`config.mk`:
```
export PLATFORM = sky130hd
export DESIGN_NAME = field_duty_load_response_ramp
export DESIGN_NICKNAME = d
export VERILOG_FILES = /design/src/verilog/field_duty_pkg.sv /design/src/verilog/tick_divider.sv /design/src/verilog/phase_sync.sv /design/src/verilog/field_duty_load_response_ramp.sv
export SDC_FILE = /design/constraint.sdc
export NUM_CORES = 1
export LEC_CHECK = 0
export ABC_CLOCK_PERIOD_IN_PS = 62300
export BUFFER_PORTS_ARGS = -buffer_cell sky130_fd_sc_hd__buf_4
export CAP_MARGIN = 20
export CORE_UTILIZATION = 37
export CTS_CLUSTER_DIAMETER = 30
export DETAILED_ROUTE_END_ITERATION = 16
export PLACE_DENSITY = 0.54
export SLEW_MARGIN = 20
export SYNTH_ARGS = -nofsm -noshare
export SYNTH_HDL_FRONTEND = slang
export SYNTH_SLANG_ARGS = --single-unit
```
`constraint.sdc`:
```
create_clock -name clock -period 62.3 [get_ports clock]
set_input_delay 12.46 -clock clock [delete_from_list [all_inputs] [get_ports clock]]
set_output_delay 12.46 -clock clock [all_outputs]
set_load 0.01 [all_outputs]
```
`src/verilog/field_duty_pkg.sv`:
```
package field_duty_pkg;

   // ----------------------------------------------------------------
   // Clock and timing
   // ----------------------------------------------------------------
   localparam int unsigned CLOCK_MHZ = 250;
   // Start delay options in milliseconds.
   localparam int unsigned START_DELAY_MS_0 = 500;
   localparam int unsigned START_DELAY_MS_1 = 2500;
   localparam int unsigned START_DELAY_MS_2 = 5000;
   localparam int unsigned START_DELAY_MS_3 = 10000;
   // Ramp-up full-scale time options in milliseconds.
   localparam int unsigned RAMP_UP_MS_0 = 2500;
   localparam int unsigned RAMP_UP_MS_1 = 3000;
   localparam int unsigned RAMP_UP_MS_2 = 5000;
   localparam int unsigned RAMP_UP_MS_3 = 6000;
   localparam int unsigned RAMP_UP_MS_4 = 7500;
   localparam int unsigned RAMP_UP_MS_5 = 9000;
   localparam int unsigned RAMP_UP_MS_6 = 10000;
   localparam int unsigned RAMP_UP_MS_7 = 12000;
   // Ramp-down time is ramp-up time times this over that.
   localparam int unsigned DOWN_NUM = 3;
   localparam int unsigned DOWN_DEN = 8;
   // Length of one millisecond tick in cycles.
   localparam int unsigned MS_CYCLES = CLOCK_MHZ * 1000;

   // ----------------------------------------------------------------
   // Duty scale: 10 bits, 1000 counts equal 100 percent (0.1 % steps)
   // ----------------------------------------------------------------
   localparam int unsigned DUTY_W = 10;
   localparam logic [DUTY_W-1:0] DUTY_FULL = 10'h3e8;
   localparam logic [DUTY_W-1:0] DUTY_ZERO = 10'h000;
   localparam logic [DUTY_W-1:0] SELF_START_DUTY = 10'h03c; // 6.0 percent.
   // Enable step options: 1.4, 6.8, 12, 24 percent.
   localparam logic [DUTY_W-1:0] STEP_0 = 10'h00e;
   localparam logic [DUTY_W-1:0] STEP_1 = 10'h044;
   localparam logic [DUTY_W-1:0] STEP_2 = 10'h078;
   localparam logic [DUTY_W-1:0] STEP_3 = 10'h0f0;
   // Blind zone options: 0, 2.3, 3.1, 4.6, 5.3, 6.2, 6.7, 8 percent.
   localparam logic [DUTY_W-1:0] BZ_0 = 10'h000;
   localparam logic [DUTY_W-1:0] BZ_1 = 10'h017;
   localparam logic [DUTY_W-1:0] BZ_2 = 10'h01f;
   localparam logic [DUTY_W-1:0] BZ_3 = 10'h02e;
   localparam logic [DUTY_W-1:0] BZ_4 = 10'h035;
   localparam logic [DUTY_W-1:0] BZ_5 = 10'h03e;
   localparam logic [DUTY_W-1:0] BZ_6 = 10'h043;
   localparam logic [DUTY_W-1:0] BZ_7 = 10'h050;

   // ----------------------------------------------------------------
   // Register map (APB, byte addresses)
   // ----------------------------------------------------------------
   localparam logic [7:0] ADDR_CONFIG = 8'h00;
   localparam logic [7:0] ADDR_LOOP   = 8'h04;
   localparam logic [7:0] ADDR_STATUS = 8'h08;
   localparam logic [7:0] ADDR_SPEED  = 8'h0c;
   localparam int unsigned FREQ_W = 16;

   // Configuration fields.
   typedef struct packed {
      logic [FREQ_W-1:0] rampSpeedLimitFreq;
      logic [1:0]        loopGainSetting;
      logic              piMode;
      logic [1:0]        pStepSel;
      logic [2:0]        blindSel;
      logic [2:0]        rampUpSel;
      logic [1:0]        startDelaySel;
      logic              enable;
   } config_t;
   localparam config_t CONFIG_RESET = '{16'h0000, 2'h0, 1'b0, 2'h0, 3'h0, 3'h0, 2'h0, 1'b0};

   // Speed thresholds in phase-frequency units.
   typedef struct packed {
      logic [FREQ_W-1:0] selfStartExitSpeed;
      logic [FREQ_W-1:0] selfStartMinSpeed;
   } speed_t;
   localparam speed_t SPEED_RESET = '{16'h0000, 16'h0000};

   // Modes of the duty controller.
   typedef enum logic [1:0] {
      MODE_IDLE,
      MODE_SELF_START,
      MODE_LOOP,
      MODE_RAMP
   } mode_t;

   // APB request and answer.
   typedef struct packed {
      logic        psel;
      logic        penable;
      logic        pwrite;
      logic [7:0]  paddr;
      logic [31:0] pwdata;
   } apb_req_t;
   typedef struct packed {
      logic        pready;
      logic        pslverr;
      logic [31:0] prdata;
   } apb_rsp_t;

   // Selected enable step for the current loop mode.
   function automatic logic [DUTY_W-1:0] stepOf(input logic [1:0] sel);
      case (sel)
         2'h0:    stepOf = STEP_0;
         2'h1:    stepOf = STEP_1;
         2'h2:    stepOf = STEP_2;
         default: stepOf = STEP_3;
      endcase
   endfunction : stepOf

endpackage : field_duty_pkg

```
`src/verilog/tick_divider.sv`:
```
`timescale 1ns/1ps
// Produces a one-cycle pulse every period cycles; restart realigns it.
module tick_divider
   import field_duty_pkg::*;
(
   // Clock and reset.
   input  wire logic        clock,
   input  wire logic        rst,
   // Control.
   input  wire logic        restart,
   input  wire logic [31:0] period,
   // Pulse out.
   output logic             tick
);
   typedef struct packed {
      logic [31:0] count;
      logic        tick;
   } div_t;
   div_t stateQ;
   div_t stateD;

   // Counts up and fires at the end of each period.
   always_comb begin
      stateD      = stateQ;
      stateD.tick = 1'b0;
      if (restart) begin
         stateD.count = 32'h0;
      end else if (stateQ.count + 32'h1 >= period) begin
         stateD.count = 32'h0;
         stateD.tick  = 1'b1;
      end else begin
         stateD.count = stateQ.count + 32'h1;
      end
   end

   // State register.
   always_ff @(posedge clock) begin
      if (rst) begin
         stateQ <= '0;
      end else begin
         stateQ <= stateD;
      end
   end

   assign tick = stateQ.tick;
endmodule : tick_divider

```
`src/verilog/phase_sync.sv`:
```
`timescale 1ns/1ps
// Three-stage synchroniser with agreement check and rising-edge pulse.
module phase_sync (
   // Clock and reset.
   input  wire logic clock,
   input  wire logic rst,
   // Pin in.
   input  wire logic pinIn,
   // Clean level and rising edge.
   output logic      level,
   output logic      rise
);
   typedef struct packed {
      logic s1;
      logic s2;
      logic s3;
      logic level;
      logic rise;
   } sync_t;
   sync_t stateQ;
   sync_t stateD;

   // The level changes only when stage two and three agree.
   always_comb begin
      stateD      = stateQ;
      stateD.s1   = pinIn;
      stateD.s2   = stateQ.s1;
      stateD.s3   = stateQ.s2;
      stateD.rise = 1'b0;
      if (stateQ.s2 == stateQ.s3 && stateQ.s3 != stateQ.level) begin
         stateD.level = stateQ.s3;
         stateD.rise  = stateQ.s3;
      end
   end

   // State register.
   always_ff @(posedge clock) begin
      if (rst) begin
         stateQ <= '0;
      end else begin
         stateQ <= stateD;
      end
   end

   assign level = stateQ.level;
   assign rise  = stateQ.rise;
endmodule : phase_sync

```
`src/verilog/field_duty_load_response_ramp.sv`:
```
// The implementer's own choices: the APB register port and the placing of the registers.
`timescale 1ns/1ps
// Operation
// With the phase input as the only wake source, wake-up goes through self-start.
// Self-start applies the fixed duty only between the minimum and exit speeds.
// The fixed self-start duty is 6 percent.
// Above the exit speed the normal loop duty takes over.
// While the ramp runs, output current is governed only through the duty.
// The ramp can engage only after the start delay has fully elapsed.
// The ramp can engage only while phase frequency is below the speed limit.
// A rise of requested duty above the enable step triggers the ramp.
// P mode uses a selected fixed step; PI mode takes the step from the loop gain.
// The ramp starts at the previous duty plus the blind-zone offset.
// Upward ramping rises at full scale over the selected ramp-up time.
// The ramp-down time is the ramp-up time times three over eight.
// Downward ramping falls at full scale over the ramp-down time.
// A started upward ramp completes even if the speed rises above the limit.
// The start delay has four options, timed from regulation start to a done flag.
// The ramp ends when it reaches the loop duty, returning to direct loop duty.
module field_duty_load_response_ramp
   import field_duty_pkg::*;
#(
   parameter int unsigned MS_TICK = MS_CYCLES
) (
   // Clock and reset.
   input  wire logic                 clock,
   input  wire logic                 rst,
   // APB slave.
   input  field_duty_pkg::apb_req_t  apbReq,
   output field_duty_pkg::apb_rsp_t  apbRsp,
   // Wake sources and loop request.
   input  wire logic                 phaseInput,
   input  wire logic                 ignitionWake,
   input  wire logic                 lampWake,
   input  wire logic [DUTY_W-1:0]    loopDuty,
   // Field drive.
   output logic [DUTY_W-1:0]         fieldDuty,
   output logic                      selfStartWake
);
   // ----------------------------------------------------------------
   // State
   // ----------------------------------------------------------------
   typedef struct packed {
      config_t           cfg;
      speed_t            spd;
      mode_t             mode;
      logic [DUTY_W-1:0] duty;
      logic [DUTY_W-1:0] prevLoop;
      logic [FREQ_W-1:0] edgeCount;
      logic [FREQ_W-1:0] phaseFreq;
      logic [15:0]       delayMs;
      logic              delayDone;
      logic              rampUp;
      logic              selfWake;
      logic [31:0]       prdata;
   } state_t;
   state_t stateQ;
   state_t stateD;

   logic              phaseLevel;
   logic              phaseRise;
   logic              msTick;
   logic              upTick;
   logic              downTick;
   logic [31:0]       upPeriod;
   logic [31:0]       downPeriod;
   logic [15:0]       rampUpMs;
   logic [15:0]       delayLimit;
   logic [DUTY_W-1:0] enableStep;
   logic [DUTY_W-1:0] blindOffset;
   logic [DUTY_W:0]   rampStart;
   logic              trigger;
   logic              triggerDown;
   logic              inWindow;
   logic              apbWr;
   logic              apbRd;

   // ----------------------------------------------------------------
   // Helpers
   // ----------------------------------------------------------------
   // Ramp-up full-scale time for a selection, in ms.
   function automatic logic [15:0] rampMs(input logic [2:0] sel);
      case (sel)
         3'h0:    rampMs = 16'(RAMP_UP_MS_0);
         3'h1:    rampMs = 16'(RAMP_UP_MS_1);
         3'h2:    rampMs = 16'(RAMP_UP_MS_2);
         3'h3:    rampMs = 16'(RAMP_UP_MS_3);
         3'h4:    rampMs = 16'(RAMP_UP_MS_4);
         3'h5:    rampMs = 16'(RAMP_UP_MS_5);
         3'h6:    rampMs = 16'(RAMP_UP_MS_6);
         default: rampMs = 16'(RAMP_UP_MS_7);
      endcase
   endfunction : rampMs

   // Blind-zone offset for a selection.
   function automatic logic [DUTY_W-1:0] blindOf(input logic [2:0] sel);
      case (sel)
         3'h0:    blindOf = BZ_0;
         3'h1:    blindOf = BZ_1;
         3'h2:    blindOf = BZ_2;
         3'h3:    blindOf = BZ_3;
         3'h4:    blindOf = BZ_4;
         3'h5:    blindOf = BZ_5;
         3'h6:    blindOf = BZ_6;
         default: blindOf = BZ_7;
      endcase
   endfunction : blindOf

   // ----------------------------------------------------------------
   // Submodules
   // ----------------------------------------------------------------
   phase_sync phaseSync (
      .clock (clock),
      .rst   (rst),
      .pinIn (phaseInput),
      .level (phaseLevel),
      .rise  (phaseRise)
   );

   tick_divider msDivider (
      .clock   (clock),
      .rst     (rst),
      .restart (1'b0),
      .period  (32'(MS_TICK)),
      .tick    (msTick)
   );

   // One duty count per ramp-up time divided by full scale.
   assign rampUpMs = rampMs(stateQ.cfg.rampUpSel);
   assign upPeriod = 32'(({16'h0, rampUpMs} * 32'(MS_TICK)) / 32'(DUTY_FULL));
   // Ramp-down time scaled by three over eight.
   assign downPeriod = 32'((upPeriod * 32'(DOWN_NUM)) / 32'(DOWN_DEN));

   tick_divider upDivider (
      .clock   (clock),
      .rst     (rst),
      .restart (stateQ.mode != MODE_RAMP),
      .period  (upPeriod),
      .tick    (upTick)
   );

   tick_divider downDivider (
      .clock   (clock),
      .rst     (rst),
      .restart (stateQ.mode != MODE_RAMP),
      .period  (downPeriod),
      .tick    (downTick)
   );

   // ----------------------------------------------------------------
   // Ramp decisions
   // ----------------------------------------------------------------
   // Start delay option limit.
   always_comb begin
      case (stateQ.cfg.startDelaySel)
         2'h0:    delayLimit = 16'(START_DELAY_MS_0);
         2'h1:    delayLimit = 16'(START_DELAY_MS_1);
         2'h2:    delayLimit = 16'(START_DELAY_MS_2);
         default: delayLimit = 16'(START_DELAY_MS_3);
      endcase
   end

   // Enable step by loop mode.
   assign enableStep  = stateQ.cfg.piMode ? stepOf(stateQ.cfg.loopGainSetting)
                                          : stepOf(stateQ.cfg.pStepSel);
   assign blindOffset = blindOf(stateQ.cfg.blindSel);
   // Start point with saturation at full scale.
   assign rampStart   = {1'b0, stateQ.prevLoop} + {1'b0, blindOffset};
   // Trigger gated by delay, speed and step size.
   assign trigger = stateQ.delayDone
                    && (stateQ.phaseFreq < stateQ.cfg.rampSpeedLimitFreq)
                    && (loopDuty > stateQ.prevLoop)
                    && ((loopDuty - stateQ.prevLoop) > enableStep);
   // A fall of the request beyond the step ramps down under the same gating.
   assign triggerDown = stateQ.delayDone
                        && (stateQ.phaseFreq < stateQ.cfg.rampSpeedLimitFreq)
                        && (stateQ.prevLoop > loopDuty)
                        && ((stateQ.prevLoop - loopDuty) > enableStep);
   // Speed window for self-start.
   assign inWindow = (stateQ.phaseFreq > stateQ.spd.selfStartMinSpeed)
                     && (stateQ.phaseFreq < stateQ.spd.selfStartExitSpeed);

   assign apbWr = apbReq.psel && apbReq.penable && apbReq.pwrite;
   assign apbRd = apbReq.psel && !apbReq.penable && !apbReq.pwrite;

   // ----------------------------------------------------------------
   // Next state
   // ----------------------------------------------------------------
   always_comb begin
      stateD = stateQ;
      // Phase frequency: rising edges counted over each millisecond window.
      if (msTick) begin
         stateD.phaseFreq = stateQ.edgeCount;
         stateD.edgeCount = FREQ_W'(phaseRise);
      end else if (phaseRise && stateQ.edgeCount != '1) begin
         stateD.edgeCount = stateQ.edgeCount + FREQ_W'(1);
      end
      // Delay counter from regulation start.
      if (stateQ.mode != MODE_LOOP && stateQ.mode != MODE_RAMP) begin
         stateD.delayMs   = 16'h0;
         stateD.delayDone = 1'b0;
      end else if (msTick && !stateQ.delayDone) begin
         stateD.delayMs = stateQ.delayMs + 16'h1;
         if (stateQ.delayMs + 16'h1 >= delayLimit) begin
            stateD.delayDone = 1'b1;
         end
      end
      case (stateQ.mode)
         MODE_IDLE: begin
            stateD.duty = DUTY_ZERO;
            if (stateQ.cfg.enable) begin
               // Phase-only wake takes the self-start path.
               if (!ignitionWake && !lampWake && phaseLevel) begin
                  stateD.mode     = MODE_SELF_START;
                  stateD.selfWake = 1'b1;
               end else if (ignitionWake || lampWake) begin
                  stateD.mode = MODE_LOOP;
               end
            end
         end
         MODE_SELF_START: begin
            // Fixed duty only inside the speed window.
            stateD.duty = inWindow ? SELF_START_DUTY : DUTY_ZERO;
            // Hand over to the loop above the exit speed.
            if (stateQ.phaseFreq >= stateQ.spd.selfStartExitSpeed) begin
               stateD.mode     = MODE_LOOP;
               stateD.prevLoop = loopDuty;
            end
         end
         MODE_LOOP: begin
            if (trigger) begin
               stateD.mode     = MODE_RAMP;
               stateD.rampUp   = 1'b1;
               stateD.duty     = rampStart > {1'b0, DUTY_FULL} ? DUTY_FULL
                                                              : rampStart[DUTY_W-1:0];
            end else if (triggerDown) begin
               // Hold the previous duty and let the down slope carry it.
               stateD.mode   = MODE_RAMP;
               stateD.rampUp = 1'b0;
               stateD.duty   = stateQ.prevLoop;
            end else begin
               stateD.duty = loopDuty;
            end
            stateD.prevLoop = loopDuty;
         end
         MODE_RAMP: begin
            // Ramp owns the duty regardless of speed until done.
            stateD.rampUp = loopDuty > stateQ.duty;
            if (stateQ.rampUp && stateQ.duty >= loopDuty) begin
               // Reached the request: back to direct loop duty.
               stateD.mode = MODE_LOOP;
               stateD.duty = loopDuty;
            end else if (!stateQ.rampUp && stateQ.duty <= loopDuty) begin
               stateD.mode = MODE_LOOP;
               stateD.duty = loopDuty;
            end else if (stateQ.rampUp && upTick) begin
               // Constant upward slope.
               stateD.duty = stateQ.duty + DUTY_W'(1);
            end else if (!stateQ.rampUp && downTick) begin
               // Constant downward slope.
               stateD.duty = stateQ.duty - DUTY_W'(1);
            end
            stateD.prevLoop = loopDuty;
         end
         default: stateD.mode = MODE_IDLE;
      endcase
      if (!stateQ.cfg.enable) begin
         stateD.mode     = MODE_IDLE;
         stateD.selfWake = 1'b0;
      end
      // APB register writes.
      if (apbWr) begin
         case (apbReq.paddr)
            ADDR_CONFIG: stateD.cfg = config_t'(apbReq.pwdata[$bits(config_t)-1:0]);
            ADDR_SPEED:  stateD.spd = speed_t'(apbReq.pwdata);
            default:     stateD.prdata = stateQ.prdata;
         endcase
      end
      // APB read data captured in the setup cycle.
      if (apbRd) begin
         case (apbReq.paddr)
            ADDR_CONFIG: stateD.prdata = 32'(stateQ.cfg);
            ADDR_LOOP:   stateD.prdata = {6'h0, loopDuty, 6'h0, stateQ.duty};
            ADDR_STATUS: stateD.prdata = {stateQ.phaseFreq, 10'h0, stateQ.selfWake,
                                          stateQ.rampUp, stateQ.delayDone, 1'b0,
                                          2'(stateQ.mode)};
            ADDR_SPEED:  stateD.prdata = 32'(stateQ.spd);
            default:     stateD.prdata = 32'h0;
         endcase
      end
   end

   // State register.
   always_ff @(posedge clock) begin
      if (rst) begin
         stateQ <= '{cfg: CONFIG_RESET, spd: SPEED_RESET, mode: MODE_IDLE, default: '0};
      end else begin
         stateQ <= stateD;
      end
   end

   // Outputs.
   assign fieldDuty      = stateQ.duty;
   assign selfStartWake  = stateQ.selfWake;
   assign apbRsp.pready  = 1'b1;
   assign apbRsp.pslverr = apbReq.psel && apbReq.penable
                           && (apbReq.paddr[1:0] != 2'h0 || apbReq.paddr > ADDR_SPEED);
   assign apbRsp.prdata  = stateQ.prdata;

   // ----------------------------------------------------------------
   // Checks
   // ----------------------------------------------------------------
   chk_ramp_needs_delay: assert property (@(posedge clock) disable iff (rst)
      (stateQ.mode == MODE_LOOP && stateD.mode == MODE_RAMP) |-> stateQ.delayDone)
      else $error("ramp engaged before start delay");
   chk_ramp_low_speed: assert property (@(posedge clock) disable iff (rst)
      (stateQ.mode == MODE_LOOP && stateD.mode == MODE_RAMP)
      |-> stateQ.phaseFreq < stateQ.cfg.rampSpeedLimitFreq)
      else $error("ramp engaged at high speed");
   chk_ramp_step_size: assert property (@(posedge clock) disable iff (rst)
      (stateQ.mode == MODE_LOOP && stateD.mode == MODE_RAMP && stateD.rampUp)
      |-> (loopDuty - stateQ.prevLoop) > enableStep)
      else $error("ramp triggered below step");
   chk_ramp_start_point: assert property (@(posedge clock) disable iff (rst)
      (stateQ.mode == MODE_LOOP && trigger && stateQ.cfg.enable && rampStart <= 11'(DUTY_FULL))
      |=> fieldDuty == $past(rampStart[DUTY_W-1:0]))
      else $error("ramp start point wrong");
   chk_self_start_duty: assert property (@(posedge clock) disable iff (rst)
      (stateQ.mode == MODE_SELF_START && inWindow && stateD.mode == MODE_SELF_START)
      |=> fieldDuty == SELF_START_DUTY)
      else $error("self-start duty wrong");
   chk_self_start_window: assert property (@(posedge clock) disable iff (rst)
      (stateQ.mode == MODE_SELF_START && fieldDuty != DUTY_ZERO) |-> $past(inWindow))
      else $error("self-start duty outside window");
   chk_self_start_exit: assert property (@(posedge clock) disable iff (rst)
      (stateQ.mode == MODE_SELF_START && stateQ.cfg.enable
       && stateQ.phaseFreq >= stateQ.spd.selfStartExitSpeed) |=> stateQ.mode == MODE_LOOP)
      else $error("self-start did not exit");
   chk_phase_only_wake: assert property (@(posedge clock) disable iff (rst)
      (stateQ.mode == MODE_IDLE && stateD.mode == MODE_SELF_START)
      |-> !ignitionWake && !lampWake)
      else $error("self-start with other wake source");
   chk_ramp_step_one: assert property (@(posedge clock) disable iff (rst)
      (stateQ.mode == MODE_RAMP && $past(stateQ.mode) == MODE_RAMP && stateQ.rampUp
       && stateD.mode == MODE_RAMP) |-> stateD.duty - stateQ.duty <= DUTY_W'(1))
      else $error("ramp slope too steep");
   chk_ramp_end: assert property (@(posedge clock) disable iff (rst)
      (stateQ.mode == MODE_RAMP && stateQ.rampUp && stateQ.duty >= loopDuty
       && stateQ.cfg.enable) |=> stateQ.mode == MODE_LOOP)
      else $error("ramp did not end");

   cov_self_start: cover property (@(posedge clock) disable iff (rst)
      stateQ.mode == MODE_SELF_START ##1 stateQ.mode == MODE_LOOP);
   cov_ramp_up: cover property (@(posedge clock) disable iff (rst)
      stateQ.mode == MODE_RAMP && stateQ.rampUp ##1 stateQ.mode == MODE_LOOP);
   cov_ramp_down: cover property (@(posedge clock) disable iff (rst)
      stateQ.mode == MODE_RAMP && !stateQ.rampUp);
endmodule : field_duty_load_response_ramp

```
# == Word-level counts from Yosys, hierarchy flattened ==
# Cells that the tools add are included.
# classes
n_reduce_logical,56
add_sub_neg,10
n_lt_le_gt_ge,17
multipliers,2
n_bitwise,2
mux,32
n_eq_ne,35
div,1
# op_table
operator,count
$pmux 32 s4,1
$pmux 14 s7,1
$add 32x1->32 const B,3
$mux 10,7
$gt 10x10->1,5
$pmux 7 s7,1
$pmux 12 s4,1
$pmux 8 s3,2
$pmux 14 s3,1
$add 16x1->16 const B,2
$div 32x10->32 const B,1
$ge 16x16->1,2
$ge 32x18->1 const B,1
$ge 32x29->1,1
$ge 32x32->1,1
$lt 16x16->1,2
$mul 32x2->32 const B,1
$mul 16x14->28 const B,1
$mux 12,2
$logic_and 1x1->1,21
$pmux 10 s2,1
$sub 10x10->10,2
$eq 3x3->1 const B,6
$eq 8x4->1 const B,2
other kinds (34),87
# word_totals
word_cells,187
out_inout_bits,45
in_bits,58
register_bits,271

# == Logic depth before layout (Yosys ltp) ==
# Gate-level depths: netlist of the first run.
# logic_depth
word_depth,8
ltp_mapped,151
ltp_nobuf,135

# == Hierarchy ==
# From an unflattened synthesis of the first run, not the netlist that was laid out.
# unflattened
hier_cells,4771
hier_area_um2,35527.8
# by_module_without_submodules
module,instances,seq_area_each_um2,area_per_inst_um2,cells_per_inst
field_duty_load_response_ramp,1,3343.2,28207.1,3948
tick_divider (downDivider ...),2,660.6,2357.3,271
tick_divider (upDivider),1,660.6,2456.1,269
phase_sync,1,100.1,150.1,12

# == Least setup slack after synthesis of the first run ==
# OpenSTA, ideal clock, no wires.
# synth_path
kind,register to register
from,register stateQ[141] (netlist bit)
to,register downDivider.stateQ[10] (netlist bit)
setup_slack_ns,32.861
setup_ns,0.066
n_path_buf,13
synth_period_minus_slack_ns,29.439
stages_incl_launch_ff,140
t_required_ns,62.234
t_arrival_ns,29.373
cell_sequence,dfxtp_1 clkbuf_1 inv_1 ha_1 clkbuf_1 nor2b_1 o22ai_1 clkinv_1 fa_1 fa_1 ha_1 a21o_1 ha_1 ha_1 ha_1 ha_1 a21oi_1 o21ai_1 [... 104 more ...] nand2b_1 a21oi_1 nor2b_1 o21ai_0 nand2b_1 a21oi_1 nor2b_1 o21ai_0 nand2b_1 a21oi_1 nor2b_1 o21ai_0 nand2b_1 a21oi_1 o211ai_1 or2_2 clkbuf_1 nor2b_1
# synth_via
elab_chain_len,7
elab_cells_between_ends,13
cone_classes,mul (2); div (1); order compare (1); eq/ne (6); mux (1); reduce/logical (2)
# synth_rtl
element,line,text
"start, declared",field_duty_load_response_ramp.sv:57,state_t stateQ;
"start signal, assigned",field_duty_load_response_ramp.sv:298,stateQ <= stateD;
"$eq 3x3->1, or another cell as far along",field_duty_load_response_ramp.sv:83,case (sel)
$pmux 14 s7 (*),field_duty_load_response_ramp.sv:83,
$mul 16x14->28 (*),field_duty_load_response_ramp.sv:130,"assign upPeriod = 32'(({16'h0, rampUpMs} * 32'(MS_TICK)) / 32'(DUTY_FULL));"
$div 32x10->32 (*),field_duty_load_response_ramp.sv:130,
$mul 32x2->32 (*),field_duty_load_response_ramp.sv:132,assign downPeriod = 32'((upPeriod * 32'(DOWN_NUM)) / 32'(DOWN_DEN));
$ge 32x29->1 (*),tick_divider.sv:28,end else if (stateQ.count + 32'h1 >= period) begin
$reduce_or 3->1 (no line) (*),--,
"end signal, assigned",tick_divider.sv:41,stateQ <= stateD;
"end, declared",tick_divider.sv:19,div_t stateQ;
# Every way passes the cells marked *; elsewhere a longest branch is shown, timed or not.
# A chain may end at the register's enable or synchronous reset.

# == Worst setup path in the final report of the first run ==
# layout_path
from,register stateQ[140] (netlist bit)
to,register upDivider.stateQ[7] (netlist bit)
# layout_via
elab_chain_len,6
elab_cells_between_ends,12
cone_classes,mul (1); div (1); order compare (1); eq/ne (6); mux (1); reduce/logical (2)
# layout_rtl
element,line
"$eq 3x3->1, or another cell as far along",field_duty_load_response_ramp.sv:83
$pmux 14 s7 (*),field_duty_load_response_ramp.sv:83
$mul 16x14->28 (*),field_duty_load_response_ramp.sv:130
$div 32x10->32 (*),field_duty_load_response_ramp.sv:130
$ge 32x32->1 (*),tick_divider.sv:28
$reduce_or 3->1 (no line) (*),--
"end signal, assigned",tick_divider.sv:41
"end, declared",tick_divider.sv:19
# Marks and branches as above.

==> flow_summary.ini, run 1 <==
[pwr]
power.density_nw_per_um2 = 26.50
ir_worst_vdd_uv = 30.89
p_leak_nw = 14.90

[detailed_routing]
postRouteAntennaNets = 0
vias = 33920
drcViolationCount = 0
wl_um = 118900
viasPerCell = 5.933
wire_per_inst_um = 20.79
drt_pre_antenna_iters = 6
drtIter0Drc = 2914

[flow_run]
cap_violations = 0

[synth]
synth_top_family_by_area = compound AO/OA/AOI/OAI gates
synth_ff_type = dfxtp_1
syn_avg_cell_area_sq_um = 7.437
synthAdderAreaFrac_pct = 12.38
async_reset_ff_share_pct = 0
synth_area_sq_um = 33480
yosysTopAreaCell = dfxtp_1
yosysWarnings = 0
synth.top_cell.area_share_pct = 16.20
synth_cell_type_count = 146
synthTopCellsByArea = dfxtp_1, ha_1, xnor2_1
synth_edf_count = 0
synth-compound-area-share_pct = 26.93
synth_xor_area_share_pct = 8.962
synthCells = 4502
synthSimpleGateAreaFrac_pct = 26.19
synth-seq-cells = 271
yosysSeqAreaShare_pct = 16.20
synthMuxAreaShare_pct = 3.584

[timing]
maxSlewViolCount = 0
timing.fmax_mhz = 25.79
hold_violations = 0
max_slew.worst_pin.slew_ps = 1022
finalCritPeriodShare_pct = 62.23
fin_setup_tns_ps = 0
grt_setup_unrepaired = false
skew_ps = 31.58
period_needed_ps = 38770
setup_viol = 0
maxSlewHeadroom_pct = 31.22

[clocking]
root_buffer = clkbuf_16
cts_tree = yes
path_clk_slew_ps = 40
clock_path_buffers = 3
cts-buffers-inserted = 67
cts-resized-gates = 0
cts_sinks = 271
post-cts-setup-buffers = 0
htreeDepth = 3
postCtsHoldBufs = 0
clkLatencyLatePin_ps = 570

[worst_setup_path]
worstSetupStartpointType = flop
cp-end-kind = flop
required_ps = 62780
crit_top_cell = a21oi_1
slowest_delay_ps = 820
cp_slowest_cell = nor2_1
critPathArrivalTime_ps = 39250
crit_type = reg2reg
path_max_fanout = 23

[floorplanning]
die_h_um = 302.8
design.core.area_sq_um = 89060
die_w_um = 302.8
rows = 109
initial_utilization_pct = 37.59
die-area_sq_um = 91690
pin_count = 103

[grt]
grt_start_max_net_pins = 84
grt_usage_pct = 25.01
first_global_vias = 31410
grt_pass1_wl_um = 182600
gr-total-overflow = 0
antenna_found_initial = 2

[min_path]
min_path_type = reg2reg

[cells_and_area]
final_cell_mix = nand2_1, nor2_1, a21oi_1
syn_to_final_growth_pct = 11.78
final_common_cell = nand2_1
fillCellCount = 9172
fin_nets = 4871
drive_gt1_share_pct = 9.934
finalInstanceArea_sq_um = 37420

[place]
numPortBuffers = 101
dp_hpwl_um = 94660
placed_area_sq_um = 34930
gp_congestion = 0.9841

[status]
status = finished clean
final timing paths:
check	from	endpoint	slack (ps)	depth (start not counted)
max	stateQ[140]$_SDFFE_PP0P_	upDivider.stateQ[7]$_SDFF_PP0_	23530	134
min	apbRsp[30]$_SDFFE_PP0P_	apbRsp[30]$_SDFFE_PP0P_	450	2
max reg2reg	stateQ[140]$_SDFFE_PP0P_	upDivider.stateQ[7]$_SDFF_PP0_	23530	134
min reg2reg	apbRsp[30]$_SDFFE_PP0P_	apbRsp[30]$_SDFFE_PP0P_	450	2
flip-flops by register name (all words and copies together), names as in the netlist:
name and cells:
fieldDuty 10, selfStartWake 1, apbRsp 32, upDivider.tick 1, msDivider.tick 1, stateQ 124
phaseSync.level 1, downDivider.stateQ 32, msDivider.stateQ 32, upDivider.stateQ 32, phaseSync.stateQ 1, phaseSync.rise 1
downDivider.tick 1, phaseSync.stateD 2
report_power, final:
group	internal, W	switching, W	leakage, nW
Combinational	0.000144	0.000293	11.5
Clock	0.000265	0.000112	1.19
Sequential	0.000176	0.00000130	2.20
final cells by class:
type	count	area, sq um	area share (%)
timing repair buffer	132	991.0	2.648
clock inverter	39	628.1	1.678
multi-input combinational	3820	26300	70.28
clock buffer	83	1848	4.938
antenna	2	5.005	0.01337
tap	1165	1458	3.895
inverter	205	769.5	2.056
sequential	271	5425	14.50
logic make-up after synthesis:
group / after synthesis
AND/OR/NAND/NOR: 1751
AO/OA/AOI/OAI: 1273
buffers and inverters: 443
XOR/XNOR: 333
adder cells (fa/ha/maj): 317
flip-flops: 271
multiplexers: 112
other: 2
cell usage after synthesis (65+ instances only):
| master | instances |
|---|---|
| a21o_1 | 65 |
| a21oi_1 | 352 |
| and3_1 | 79 |
| clkbuf_1 | 142 |
| dfxtp_1 | 271 |
| ha_1 | 292 |
| inv_1 | 186 |
| mux2i_1 | 76 |
| nand2_1 | 425 |
| nand2b_1 | 70 |
| nand3_1 | 155 |
| nand4_1 | 70 |
| nor2_1 | 424 |
| nor2b_1 | 103 |
| nor3_1 | 145 |
| o21ai_0 | 191 |
| xnor2_1 | 204 |
| xor2_1 | 121 |
per-layer routing:
layer  vias up  wire, um  track usage, %  part of all wire [%]
met1     16150     56480           35.63                    48
li1      16430         -               -                     -
met4         0      3170           7.179                   2.7
met3       182      7185           3.000                   6.0
met2      1158     52030           39.32                    44
met5         -         0               0                     0
worst max-delay path: cells and delay by family (launching register included):
kind	cells	cell delay, ps
AO/OA/AOI/OAI	49	14080
buffers and inverters	15	3440
flip-flops	1	300
AND/OR/NAND/NOR	47	12260
multiplexers	7	2370
adder cells (fa/ha/maj)	11	4070
XOR/XNOR	5	2030
per-stage QoR:
step	instances	hold WS [ps]	utilization (%)	total power, W	worst slack (ps)
final	5717	450.5	42.02	0.0009916	23530
after global routing	5716	473.4	42.02	0.001040	20480
after CTS	5715	452.0	42.01	0.0009870	24270
after detailed placement	5593	446.1	39.23	0.0006042	24370
after global placement	5593	442.1	39.21	0.0006079	25140
after floorplan	4534	413.8	-	0.0004949	32860
No activity file was read; power rests on OpenSTA's default activity.
==> run 2: changes to the inputs <==
--- a/config.mk
+++ b/config.mk
@@ -5,13 +5,13 @@
 export SDC_FILE = /design/constraint.sdc
 export NUM_CORES = 1
 export LEC_CHECK = 0
-export ABC_CLOCK_PERIOD_IN_PS = 62300
+export ABC_CLOCK_PERIOD_IN_PS = 31700
 export BUFFER_PORTS_ARGS = -buffer_cell sky130_fd_sc_hd__buf_4
 export CAP_MARGIN = 20
 export CORE_UTILIZATION = 37
 export CTS_CLUSTER_DIAMETER = 30
 export DETAILED_ROUTE_END_ITERATION = 16
-export PLACE_DENSITY = 0.54
+export PLACE_DENSITY = 0.56
 export SLEW_MARGIN = 20
 export SYNTH_ARGS = -nofsm -noshare
 export SYNTH_HDL_FRONTEND = slang
==> constraint.sdc (replaced) <==
create_clock -name clock -period 31.7 [get_ports clock]
set_input_delay 6.34 -clock clock [delete_from_list [all_inputs] [get_ports clock]]
set_output_delay 6.34 -clock clock [all_outputs]
set_load 0.01 [all_outputs]
==> run 2 against run 1 <==
Effect of this change: largest power group unchanged; die area is the same; sequential share of layout area shrank 0.72 points; non-clock buffer count grew 180; cell area grew 5.3%; sequential cell count is the same.
==> flow_summary.ini, run 2 (same netlist as run 1, synthesis figures left out) <==
[pwr]
comb_power_share_pct = 47.1
power.density_nw_per_um2 = 51.59
ir_worst_vdd_uv = 49.15
power.internal_w = 0.001185
seqPwrFrac_pct = 17.1
switchingPower_w = 0.0008477
total_power_w = 0.002032
switching_share_pct = 41.71
p_leak_nw = 15.80
pwr-share-clk_pct = 35.8

[detailed_routing]
drtIter0Drc = 3161
postRouteAntennaNets = 0
wire_per_inst_um = 20.14
viasPerCell = 5.890
drcViolationCount = 0
vias = 34770
drt_pre_antenna_iters = 6
wl_um = 118900

[grt]
first_global_vias = 31760
grt_start_max_net_pins = 75
grt_pass1_wl_um = 182900
gr-total-overflow = 0
grt_usage_pct = 24.81
antenna_found_initial = 2

[clocking]
cts_sinks = 271
path_clk_slew_ps = 50
htreeDepth = 3
clock_path_buffers = 3
clkLatencyLatePin_ps = 590
postCtsHoldBufs = 0
cts-buffers-inserted = 71
root_buffer = clkbuf_16
cts_tree = yes

[worst_setup_path]
crit_type = reg2reg
rrSetupSlack_ps = 1630
crit_top_cell = buf_4
cp-end-kind = flop
cp-startpoint = stateQ[141]$_SDFFE_PP0P_
path_max_fanout = 22
r2r_start = stateQ[141]$_SDFFE_PP0P_
rr_endpoint = downDivider.stateQ[14]$_SDFF_PP0_
cp_slowest_cell = o32ai_1
r2r_cells = 133
slowest_delay_ps = 810
worstSetupStartpointType = flop
critPathArrivalTime_ps = 30570
required_ps = 32200

[timing]
max_slew.worst_pin.slew_ps = 1129
hold_slack_ps = 441.8
maxSlewHeadroom_pct = 24.43
timing.fmax_mhz = 33.25
hold_violations = 0
maxSlewViolCount = 0
finalCritPeriodShare_pct = 94.86
period_needed_ps = 30070
setup_viol = 0
fin_setup_tns_ps = 0
skew_ps = 25.95

[cells_and_area]
fillCellCount = 9066
final_common_cell = nand2_1
largest_reg_flops = 124
syn_to_final_growth_pct = 17.68
fin_nets = 5055
regMostFlops = stateQ
drive_gt1_share_pct = 15.26
final_cell_mix = nand2_1, nor2_1, a21oi_1

[floorplanning]
die-area_sq_um = 91690
design.core.area_sq_um = 89060
rows = 109
pin_count = 103
die_w_um = 302.8
initial_utilization_pct = 37.59
die_h_um = 302.8

[min_path]
hold_depth = 1
hold_start = phaseSync.stateD[3]$_SDFF_PP0_
whs_endpoint = phaseSync.stateD[2]$_SDFF_PP0_
min_path_type = reg2reg

[place]
dp_hpwl_um = 93570
numPortBuffers = 101
gp_congestion = 0.9931

[flow_run]
cap_violations = 0

[status]
status = finished clean
==> run 2: changes by cell type in the layout (fill, tap and decap cells not counted), moves of 6 or more <==
cell and change:
a21oi_1 -8, a21oi_2 +8, buf_4 +175, mux2i_1 -8, mux2i_2 +6, nand2_1 -6, nand2_2 +6
==> run 2: power by group through the flow <==
stage	Sequential, W	Combinational, W	Clock [W]
after floorplan	0.000353	0.000619	0
after global placement	0.000354	0.000867	0
after detailed placement	0.000354	0.000860	0
after CTS	0.000348	0.000865	0.000739
after global routing	0.000348	0.00102	0.000758
final	0.000348	0.000957	0.000727
==> run 2: what timing repair did <==
action | CTS | global route
pin swaps | 0 | 24
setup buffers | 0 | 37
gates resized for setup | 1 | 127
setup endpoints to repair | 23 | 47
cloned | 0 | 1
==> run 2: critical path: cells and delay by family (launching register included) <==
kind	cells	cell delay, ps
AO/OA/AOI/OAI	49	11610
buffers and inverters	18	2810
AND/OR/NAND/NOR	46	9500
multiplexers	5	1270
XOR/XNOR	4	630
flip-flops	1	460
adder cells (fa/ha/maj)	11	3610
==> run 2: how the worst max path moves through the flow <==
| stage | to | cells past startpoint | slack (ps) |
|---|---|---|---|
| finish | downDivider.stateQ[14]$_SDFF_PP0_ | 133 | 1630 |
| global route | downDivider.stateQ[14]$_SDFF_PP0_ | 138 | -170 |
| CTS | upDivider.stateQ[3]$_SDFF_PP0_ | 135 | 30 |
| detailed placement | upDivider.stateQ[3]$_SDFF_PP0_ | 135 | -140 |
| global placement | upDivider.stateQ[6]$_SDFF_PP0_ | 127 | 330 |
| floorplan | downDivider.stateQ[10]$_SDFF_PP0_ | 139 | 2260 |
==> run 2: layer usage <==
metal	vias up	GRT usage (%)	wire length (um)	part of all wire (%)
li1	16810	-	-	-
met1	16530	35.68	56010	47
met2	1220	38.81	52290	44
met3	211	2.671	7361	6.2
met4	2	7.071	3214	2.7
met5	-	0	11	0.0093
==> run 2: area by class of cell <==
cell class / count / area (sq um) / share of cell area (%)
Clock inverter: 46 / 563.0 / 1.429
Sequential cell: 271 / 5426 / 13.77
Tap cell: 1165 / 1458 / 3.700
Timing Repair Buffer: 312 / 2379 / 6.037
Antenna cell: 1 / 2.502 / 0.006352
Clock buffer: 83 / 1882 / 4.776
Multi-Input combinational cell: 3820 / 26910 / 68.31
Inverter: 205 / 777.0 / 1.972
==> run 2: stage by stage <==
step	setup slack, ps	utilization (%)	instances	instance area, sq um
global placement	328.6	40.42	5735	36000
global route	-166.7	44.24	5903	39400
CTS	33.63	43.18	5864	38450
floorplan	2261	-	4534	33600
finish	1629	44.24	5903	39400
detailed placement	-143.4	40.42	5735	36000
